## config.mk

```make
export PLATFORM = sky130hd
export DESIGN_NAME = sleep_power_reset_control
export DESIGN_NICKNAME = d
export VERILOG_FILES = /design/src/rtl/spr_pkg.sv /design/src/rtl/sleep_power_reset_control.sv
export SDC_FILE = /design/constraint.sdc
export NUM_CORES = 1
export LEC_CHECK = 0
export ABC_CLOCK_PERIOD_IN_PS = 4650
export BUFFER_PORTS_ARGS = -buffer_cell sky130_fd_sc_hd__buf_4
export CAP_MARGIN = 20
export CORE_MARGIN = 10
export CORE_UTILIZATION = 50
export CTS_BUF_LIST = sky130_fd_sc_hd__clkbuf_8
export DETAILED_ROUTE_END_ITERATION = 8
export PLACE_DENSITY_LB_ADDON = 0.3
export SLEW_MARGIN = 40
export SYNTH_ARGS = -nofsm -noshare
export SYNTH_HDL_FRONTEND = slang
export SYNTH_SLANG_ARGS = --single-unit
```

## constraint.sdc

```tcl
create_clock -name clk_sys_i -period 4.65 [get_ports clk_sys_i]
set_input_delay 0.465 -clock clk_sys_i [delete_from_list [all_inputs] [get_ports clk_sys_i]]
set_output_delay 0.465 -clock clk_sys_i [all_outputs]
set_load 0.03 [all_outputs]
```

## src/rtl/spr_pkg.sv

```systemverilog
// Constants and types for the sleep, power-reduction and reset control block
//
// Overview of operation
// Sleep control bits 7..4 always read zero.
// Bits 3..1 select idle, noise-reduction, power-down, power-save, standby, extended standby.
// Sleep instruction enters sleep only while sleep arm bit 0 is one.
// Software sets sleep arm just before sleep and clears it after waking.
// Sleep-off set needs both bits one, then sleep-off alone within four cycles.
// Sleep-off active three cycles after set; sleep then turns detector off.
// Hardware clears the sleep-off bit three cycles after it was set; the code clears it four cycles after.
// Core control bit 6 is sleep-off, bit 5 unlock; set only via unlock.
// Power reduction at 0x64 resets to zero; bit 4 reads zero.
// Bits 7, 2, 1 stop two-wire, serial peripheral, serial port clocks.
// Bit 6 halts timer 2 only when async select is zero.
// Bits 5 and 3 halt timer 0 and timer 1, resuming unchanged.
// Converter disabled before bit 0 set; comparator loses the converter mux.
// Software reinitialises serial units after ungating; no spi gate while debugging.
// During reset all registers take initial values; then start at reset vector.
// Port pins reset at once, asynchronously, when any source asserts.
// After all sources release, delay counter stretches reset by fuse-chosen time; the code uses the fixed TOUT_CYCLES parameter.
// Reset is OR of power-on, pin, watchdog system reset, enabled brown-out.
// Long pin low resets without clock; delay counter runs after release.
// A fuse disables the reset pin function.
// Power-on low reasserts reset at once; rise starts the delay counter.
// Enabled brown-out drop resets at once; short drops are filtered.
// Watchdog gives a one-cycle pulse; delay starts at its falling edge.
// Standby and extended standby wake in six cycles.
// Sleep with arm bit zero is a no-operation.
// Writes to reserved bits are ignored and they stay zero.
package spr_pkg;
    localparam logic [11:0] PRR_OFF       = 12'h064;
    localparam logic [11:0] SLEEP_OFF     = 12'h053;
    localparam logic [11:0] CORE_OFF      = 12'h055;
    localparam logic [11:0] STATUS_OFF    = 12'h100;
    localparam logic [7:0]  SLEEP_MASK    = 8'h0F;
    localparam logic [7:0]  PRR_MASK      = 8'hEF;
    localparam logic [7:0]  RST_VAL       = 8'h00;
    localparam int          ARM_BIT       = 0;
    localparam int          BSO_BIT       = 6;
    localparam int          BSU_BIT       = 5;
    localparam int          G_ADC = 0, G_UART = 1, G_SPI = 2, G_T1 = 3, G_T0 = 5, G_T2 = 6, G_TWI = 7;
    localparam logic [2:0]  UNLOCK_WIN    = 3'h4;
    localparam logic [2:0]  BSO_DELAY     = 3'h3;
    localparam logic [2:0]  WAKE_CYCLES   = 3'h6;
    localparam logic [2:0]  BOD_FILT      = 3'h4;
    localparam logic [2:0]  SM_STANDBY    = 3'h6;
    localparam logic [2:0]  SM_EXT_STBY   = 3'h7;
    localparam int          CLK_MHZ       = 50;

    typedef enum logic [2:0] {
        SM_IDLE, SM_NOISE, SM_PDOWN, SM_PSAVE, SM_RSV4, SM_RSV5, SM_STBY, SM_XSTBY
    } sleep_sel_t;

    typedef enum {
        RUN, SLEEPING, WAKING
    } pstate_t;

    typedef struct packed {
        logic por;
        logic pin_n;
        logic wdt;
        logic brownout_detector;
    } rst_src_t;
endpackage

```

## src/rtl/sleep_power_reset_control.sv

```systemverilog
// Sleep, power-reduction and reset-source control behind an APB slave
`timescale 1ns/1ps
module sleep_power_reset_control #(
    parameter int TOUT_CYCLES = 65536
) (
    // Clock, reset, enable
    input  wire logic                 clk_sys_i,
    input  wire logic                 rst_n_i,
    input  wire logic                 ce_i,
    // APB slave
    input  wire logic                 psel_i,
    input  wire logic                 penable_i,
    input  wire logic                 pwrite_i,
    input  wire logic [11:0]          paddr_i,
    input  wire logic [31:0]          pwdata_i,
    output logic      [31:0]          prdata_o,
    output logic                      pready_o,
    output logic                      pslverr_o,
    // Reset sources and fuses
    input  wire spr_pkg::rst_src_t    rst_src_i,
    input  wire logic                 reset_pin_disable_fuse_i,
    input  wire logic                 brownout_enable_fuse_i,
    input  wire logic                 wdt_system_mode_i,
    // Core and peripheral hooks
    input  wire logic                 sleep_instr_i,
    input  wire logic                 wake_i,
    input  wire logic                 timer2_async_select_i,
    output logic                      port_reset_o,
    output logic                      core_reset_o,
    output logic                      sleeping_o,
    output logic [2:0]                sleep_state_o,
    output logic                      brownout_detector_off_o,
    output logic                      core_clk_en_o,
    output logic [7:0]                periph_clk_stop_o,
    output logic                      comparator_mux_deny_o
);

    ////////////////////////////////////////////////////////////////////////////
    // Reset sources: synchronise, filter and combine

    logic [2:0] pin_sync_r, por_sync_r, bod_sync_r;
    logic       pin_low_r, por_on_r, bod_on_r, wdt_d_r;
    logic [2:0] bod_cnt_r;
    logic       any_src;
    logic [16:0] tout_cnt_r;
    logic       int_rst_r;
    logic       soft_rst;

    always_ff @(posedge clk_sys_i) begin
        if (ce_i) begin
            pin_sync_r <= {pin_sync_r[1:0], ~rst_src_i.pin_n};
            por_sync_r <= {por_sync_r[1:0], rst_src_i.por};
            bod_sync_r <= {bod_sync_r[1:0], rst_src_i.brownout_detector};
            if (pin_sync_r[2] == pin_sync_r[1])
                pin_low_r <= pin_sync_r[2];
            if (por_sync_r[2] == por_sync_r[1])
                por_on_r <= por_sync_r[2];
            wdt_d_r <= rst_src_i.wdt & wdt_system_mode_i;
        end
    end

    // Drops shorter than the filter count never reach reset
    always_ff @(posedge clk_sys_i) begin
        if (ce_i) begin
            if (!(bod_sync_r[2] && bod_sync_r[1] && brownout_enable_fuse_i)) begin
                bod_cnt_r <= 3'h0;
                bod_on_r  <= 1'b0;
            end else if (bod_cnt_r == spr_pkg::BOD_FILT) begin
                bod_on_r <= 1'b1;
            end else begin
                bod_cnt_r <= bod_cnt_r + 3'h1;
            end
        end
    end

    // Pin and power-on act without clock; brown-out after its filter
    assign any_src = rst_src_i.por
                   | (~rst_src_i.pin_n & ~reset_pin_disable_fuse_i)
                   | (rst_src_i.wdt & wdt_system_mode_i)
                   | bod_on_r;

    // Asynchronous port reset, no clock needed
    always_ff @(posedge clk_sys_i or posedge any_src) begin
        if (any_src)
            port_reset_o <= 1'b1;
        else if (ce_i)
            port_reset_o <= int_rst_r;
    end

    // Delay counter restarts while any source holds and after watchdog pulse end
    always_ff @(posedge clk_sys_i or posedge any_src) begin
        if (any_src) begin
            tout_cnt_r <= 17'h0;
            int_rst_r  <= 1'b1;
        end else if (!rst_n_i) begin
            tout_cnt_r <= 17'h0;
            int_rst_r  <= 1'b1;
        end else if (ce_i) begin
            if (wdt_d_r) begin
                tout_cnt_r <= 17'h0;
                int_rst_r  <= 1'b1;
            end else if (int_rst_r) begin
                if (tout_cnt_r >= 17'(TOUT_CYCLES - 1))
                    int_rst_r <= 1'b0;
                else
                    tout_cnt_r <= tout_cnt_r + 17'h1;
            end
        end
    end

    assign soft_rst = int_rst_r | ~rst_n_i;

    always_ff @(posedge clk_sys_i) begin
        if (ce_i)
            core_reset_o <= int_rst_r;
    end

    ////////////////////////////////////////////////////////////////////////////
    // Registers

    logic [7:0] sleep_ctl_r, core_ctl_r, prr_r;
    logic [2:0] unlock_cnt_r, bso_cnt_r;
    logic       wr_en, rd_en;
    logic [7:0] wbyte;

    // Writes land at the edge where the master samples pready high
    assign wr_en = psel_i & penable_i & pwrite_i & pready_o;
    assign rd_en = psel_i & penable_i & ~pwrite_i & ~pready_o;
    assign wbyte = pwdata_i[7:0];

    always_ff @(posedge clk_sys_i) begin
        if (soft_rst) begin
            sleep_ctl_r <= spr_pkg::RST_VAL;
        end else if (ce_i && wr_en && paddr_i == spr_pkg::SLEEP_OFF) begin
            sleep_ctl_r <= wbyte & spr_pkg::SLEEP_MASK;
        end
    end

    always_ff @(posedge clk_sys_i) begin
        if (soft_rst) begin
            prr_r <= spr_pkg::RST_VAL;
        end else if (ce_i && wr_en && paddr_i == spr_pkg::PRR_OFF) begin
            prr_r <= wbyte & spr_pkg::PRR_MASK;
        end
    end

    // Unlock window and self-clearing sleep-off bit
    always_ff @(posedge clk_sys_i) begin
        if (soft_rst) begin
            core_ctl_r   <= spr_pkg::RST_VAL;
            unlock_cnt_r <= 3'h0;
            bso_cnt_r    <= 3'h0;
        end else if (ce_i) begin
            if (unlock_cnt_r != 3'h0)
                unlock_cnt_r <= unlock_cnt_r - 3'h1;
            if (core_ctl_r[spr_pkg::BSO_BIT]) begin
                if (bso_cnt_r == spr_pkg::BSO_DELAY) begin
                    core_ctl_r[spr_pkg::BSO_BIT] <= 1'b0;
                    bso_cnt_r <= 3'h0;
                end else begin
                    bso_cnt_r <= bso_cnt_r + 3'h1;
                end
            end
            if (wr_en && paddr_i == spr_pkg::CORE_OFF) begin
                core_ctl_r[spr_pkg::BSU_BIT] <= wbyte[spr_pkg::BSU_BIT];
                if (wbyte[spr_pkg::BSO_BIT] && wbyte[spr_pkg::BSU_BIT]) begin
                    unlock_cnt_r <= spr_pkg::UNLOCK_WIN;
                end else if (wbyte[spr_pkg::BSO_BIT] && unlock_cnt_r != 3'h0) begin
                    core_ctl_r[spr_pkg::BSO_BIT] <= 1'b1;
                    bso_cnt_r    <= 3'h0;
                    unlock_cnt_r <= 3'h0;
                end
            end
        end
    end

    // One-wait-state APB; unmapped offsets read zero and flag an error
    always_ff @(posedge clk_sys_i) begin
        if (soft_rst) begin
            pready_o  <= 1'b0;
            pslverr_o <= 1'b0;
            prdata_o  <= 32'h0;
        end else if (ce_i) begin
            pready_o  <= psel_i & penable_i & ~pready_o;
            pslverr_o <= 1'b0;
            prdata_o  <= 32'h0;
            if (psel_i && penable_i && !pready_o) begin
                unique case (paddr_i)
                    spr_pkg::SLEEP_OFF:  prdata_o <= {24'h0, sleep_ctl_r};
                    spr_pkg::CORE_OFF:   prdata_o <= {24'h0, core_ctl_r};
                    spr_pkg::PRR_OFF:    prdata_o <= {24'h0, prr_r};
                    spr_pkg::STATUS_OFF: prdata_o <= {29'h0, brownout_detector_off_o, sleeping_o, por_on_r};
                    default:             pslverr_o <= 1'b1;
                endcase
            end
        end
    end

    ////////////////////////////////////////////////////////////////////////////
    // Sleep control

    spr_pkg::pstate_t state_r;
    logic [2:0] wake_cnt_r;
    logic       bso_active;
    logic       wake_fast;

    // Sleep-off becomes active once its third cycle is reached
    assign bso_active = core_ctl_r[spr_pkg::BSO_BIT] && bso_cnt_r == spr_pkg::BSO_DELAY;
    assign wake_fast  = sleep_state_o == spr_pkg::SM_STANDBY || sleep_state_o == spr_pkg::SM_EXT_STBY;

    always_ff @(posedge clk_sys_i) begin
        if (soft_rst) begin
            state_r                 <= spr_pkg::RUN;
            wake_cnt_r              <= 3'h0;
            sleeping_o              <= 1'b0;
            sleep_state_o           <= 3'h0;
            brownout_detector_off_o <= 1'b0;
            core_clk_en_o           <= 1'b0;
        end else if (ce_i) begin
            unique case (state_r)
                spr_pkg::RUN: begin
                    core_clk_en_o <= 1'b1;
                    // Without the arm bit a sleep instruction does nothing
                    if (sleep_instr_i && sleep_ctl_r[spr_pkg::ARM_BIT]) begin
                        state_r                 <= spr_pkg::SLEEPING;
                        sleeping_o              <= 1'b1;
                        sleep_state_o           <= sleep_ctl_r[3:1];
                        brownout_detector_off_o <= bso_active;
                        core_clk_en_o           <= 1'b0;
                    end
                end
                spr_pkg::SLEEPING: begin
                    if (wake_i) begin
                        state_r                 <= spr_pkg::WAKING;
                        brownout_detector_off_o <= 1'b0;
                        wake_cnt_r              <= 3'h1;
                    end
                end
                spr_pkg::WAKING: begin
                    // Other modes wait until the wake counter reaches 7 for oscillator restart
                    if ((wake_fast && wake_cnt_r == spr_pkg::WAKE_CYCLES - 3'h1) ||
                        (!wake_fast && wake_cnt_r == 3'h7)) begin
                        state_r       <= spr_pkg::RUN;
                        sleeping_o    <= 1'b0;
                        core_clk_en_o <= 1'b1;
                    end else begin
                        wake_cnt_r <= wake_cnt_r + 3'h1;
                    end
                end
            endcase
        end
    end

    ////////////////////////////////////////////////////////////////////////////
    // Peripheral clock gates

    always_ff @(posedge clk_sys_i) begin
        if (soft_rst) begin
            periph_clk_stop_o     <= 8'h00;
            comparator_mux_deny_o <= 1'b0;
        end else if (ce_i) begin
            periph_clk_stop_o[spr_pkg::G_TWI]  <= prr_r[spr_pkg::G_TWI];
            periph_clk_stop_o[spr_pkg::G_SPI]  <= prr_r[spr_pkg::G_SPI];
            periph_clk_stop_o[spr_pkg::G_UART] <= prr_r[spr_pkg::G_UART];
            periph_clk_stop_o[spr_pkg::G_T2]   <= prr_r[spr_pkg::G_T2] & ~timer2_async_select_i;
            periph_clk_stop_o[spr_pkg::G_T0]   <= prr_r[spr_pkg::G_T0];
            periph_clk_stop_o[spr_pkg::G_T1]   <= prr_r[spr_pkg::G_T1];
            periph_clk_stop_o[4]               <= 1'b0;
            periph_clk_stop_o[spr_pkg::G_ADC]  <= prr_r[spr_pkg::G_ADC];
            comparator_mux_deny_o              <= prr_r[spr_pkg::G_ADC];
        end
    end
endmodule

```

==> summary.md <==
| Metric | Value |
|---|---|
| Slew Viols, Final | `0` |
| Inserted Clock Buffers | `9` |
| Routed len/inst | `about 15 um` |
| DR pass1 iterations | `5` |
| Crit path max fanout | `9` |
| Crit path buffers/inverters | `0` |
| Util after Layout | `0.5947` |
| Cell accounting for the most synthesized area | `dfxtp_1` |
| Worst Max-Slew Pin Slew | `about 0.76 ns` |
| Synthesized area per cell | `~9.6 um2` |
| WL final | `8.923 mm` |
| Fin Setup TNS | `0 ns` |
| P_leak | `0.001833 uW` |
| Gpl congestion | `0.8338` |
| Synth warn | `0` |
| Status | `finished, final reports clean` |
| DRC | `0` |
| Worst r2r dst | `tout_cnt_r[16]` |
| CTS sink count | `78` |
| Row count | `32` |
| CP max-delay cell | `a31oi_2` |
| Crit path from | `tout_cnt_r[0]` |
| Largest net degree at the start of global routing | `33` |
| Headroom to the max-slew limit | `0.4941` |
| Pwr per Cell Area | `290.0 mW/mm2` |
| Hold WS | `roughly 0.26 ns` |
| Delay-heaviest family, CP | `simple AND/OR/NAND/NOR gates` |
| Die Wd | `109.0 um` |
| Final Setup Violations | `0` |
| Main area contributors after synthesis | `dfxtp_1, dfrtp_1, edfxtp_1` |
| Top cells by count, synth | `dfxtp_1, nor2_1, nand2_1, mux2i_1, buf_4` |
| Initial antenna violation count | `0` |
| Sequential share of power | `0.531` |
| Vias in the first global route | `3,070` |
| Most frequent CP cell | `ha_1` |
| Type of the most critical hold path | `in2async` |
| Post-synth EDFFs | `13` |
| Critical Path Source Type | `register` |
| Fraction of layout cells with a size suffix above 1 | `0.1962` |
| Post-route setup slack | `2.043 ns` |
| Port bufs | `59` |
| Crit end category | `register` |
| Total track usage | `0.1521` |
| Worst slack, placed | `~2.0 ns` |
| Core Area | `0.007727 mm2` |
| Filler cells | `slightly below 700` |
| P_int | `988.7 uW` |
| Vert. Die Dim | `around 110 um` |
| Hold Fails Final Rpt | `0` |
| Post-synthesis mux area share | `0.07359` |
| CTS tree | `yes` |
| Clock power share | `0.382` |
| DR vias | `between 3,000 and 4,000` |
| Switch share | `0.2581` |
| Starting DRC count in detailed routing | `198` |
| Critical path cell sequence | `ha_1, nand3_1, nor2_1, nand2_1, nor3_1, ha_1, nor3b_1, o21ai_0, and2_1, a31oi_2, mux2i_1` |
| Starting Density | `0.5126` |
| Post-DP HPWL | `6.640 mm` |
| Reg2reg start | `tout_cnt_r[0]` |
| Adder-cell share of the synthesized area | `0.04106` |
| Cells after synthesis | `413` |
| I/O pin count | `111` |
| CTS root buf | `clkbuf_8` |
| First-pass GRT wire length | `~15 mm` |
| Mapped Area | `between 0.003 and 0.004 mm2` |
| Worst setup path end | `tout_cnt_r[16]` |
| Critical Path Max Stage Delay | `0.49 ns` |
| Grt ovf | `0` |
| Overall Power | `1333 uW` |
| Worst vdd ir | `0.0001902 V` |
| Clock transition at path regs | `0.08 ns` |
| Die footprint | `about 0.012 mm2` |
| H-Tree Depth | `3` |
| WP data required | `~4.9 ns` |
| Seq/Total Area, Yosys | `0.4517` |
| Met2 WL post-DR | `4.513 mm` |
| Final period utilization | `0.5606` |
| Worst r2r path cells | `11` |
| CTS Hold Bufs | `0` |
| Clock Latency Late Sink | `0.35 ns` |
| Simple-gate area share of the yosys netlist | `0.2100` |
| Met1 wire length | `3.754 mm` |
| Nets | `542` |
| Main combinational cell family by area after synthesis | `simple AND/OR/NAND/NOR gates` |
| Most numerous cell in the Yosys netlist | `dfxtp_1` |
| Main synth FF type | `dfxtp_1` |
| Antenna diode count | `0` |
| Levels on crit path | `11` |
| Highest routing layer actually used | `met4` |
| Max-cap violations | `0` |
| Post-CTS resize count | `0` |
| Fmax | `383.6 MHz` |
| #FFs+latches synth | `78` |
| Synth Area in XOR/XNOR | `0.004422` |
| P&R area growth vs syn | `16.01%` |
| Combinational fraction of design power | `0.088` |
| Synth Area in Compound Gates | `0.1390` |
| Top-area cell type share of the netlist area | `0.2325` |
| Metal3 WL | `532 um` |
| Critical path type | `reg2reg` |
| FF-to-FF setup slack | `2.04 ns` |
| Yosys cell types | `60` |
| Final Critical Period | `around 2.6 ns` |
| Avg Vias per Cell | `5.429` |
| RSZ-0062 raised after global routing | `false` |
| Post-CTS Setup Bufs | `0` |
| Fin Clk Skew | `0.01168 ns` |
| Switching power | `~340 uW` |
| Worst EP arrival | `2.88 ns` |
| Async SR Flop Fraction | `0.2436` |
| Post-route ant nets | `0` |
| Max clock buf depth | `2` |
flip-flops by register name, indices dropped and copies added, names as in the netlist, 2 cells and up:
signal / count
core_ctl_r: 2
bod_sync_r: 3
bod_cnt_r: 3
sleep_state_o: 3
prdata_o: 7
unlock_cnt_r: 3
bso_cnt_r: 3
state_r: 2
sleep_ctl_r: 4
prr_r: 7
wake_cnt_r: 3
por_sync_r: 3
tout_cnt_r: 17
periph_clk_stop_o: 7
layout make-up:
type                       instances  area, um2  share of cell area
tap                              102      127.6             0.02777
inverter                          15      56.30             0.01225
timing repair buffer              61      457.9             0.09965
clock buffer                       9      123.9             0.02695
clock inverter                     7      73.82             0.01606
sequential                        78       1789              0.3893
multi-input combinational        304       1967              0.4280
stage by stage:
step / std cells / instance area (um2)
2_1_floorplan: 438 / 4055
3_3_place_gp: 560 / 4389
3_5_place_dp: 560 / 4398
4_1_cts: 576 / 4596
5_1_grt: 576 / 4596
6_report: 576 / 4596
power groups by stage:
stage	clock [uW]	sequential, uW	combinational (uW)
detailed placement	0	722	116
finish	509	707	117
global placement	0	722	113
global route	544	709	127
CTS	521	707	116
floorplan	0	724	85.5
worst reg2reg max path: cells and delay by family, from the launching register on:
family | cells | cell delay (ns)
fa+ha+maj | 2 | 0.41
flops | 1 | 0.42
compound gates | 2 | 0.61
mux | 1 | 0.27
simple gates | 6 | 0.83
cell usage in the layout, fill, tap and decap left out, types with 4 or more instances in the layout:
cell      synthesis  layout
ha_1             13      13
edfxtp_1         13      13
o21ai_0           7       7
nand2b_1          6       5
buf_4            27      61
mux2i_1          28      28
a21oi_1          17      17
inv_1            15      16
a22oi_1           6       6
and4_1            4       4
o211ai_1          9       9
dfxtp_1          46      46
nand4_1           5       5
o31ai_1           8       8
nand3_1           8       8
nand2_1          41      41
nor2b_1           7       7
and2_1            7       7
clkbuf_8          0       9
dfrtp_1          17      17
nor2_1           43      43
conb_1            1      26
nor3_1            6       6
o21ai_1           6       6
cell families after synthesis:
kind of cell,count (synthesis)
AO/OA/AOI/OAI,81
XOR/XNOR,2
adder cells (fa/ha/maj),13
buffers and inverters,56
flip-flops,78
multiplexers,29
other,1
AND/OR/NAND/NOR,153
metal layers:
| metal | vias to the layer above | global-route usage |
|---|---|---|
| li1 | 1548 | - |
| met1 | 1484 | 0.1766 |
| met2 | 85 | 0.2614 |
| met3 | 10 | 0.03894 |
| met4 | 0 | 0.06215 |
| met5 | - | 0 |
worst min path at each step:
stage	start	end	slack [ns]	depth (start not counted)
final	rst_src_i[2]	tout_cnt_r[13]	0.26	4
after global routing	rst_src_i[0]	bod_sync_r[0]	0.27	1
after CTS	rst_src_i[2]	tout_cnt_r[16]	0.26	4
after detailed placement	por_sync_r[0]	por_sync_r[1]	0.41	0
after global placement	por_sync_r[0]	por_sync_r[1]	0.40	0
after floorplan	bod_sync_r[0]	bod_sync_r[1]	0.40	0
No activity file was read; power rests on OpenSTA's default activity.
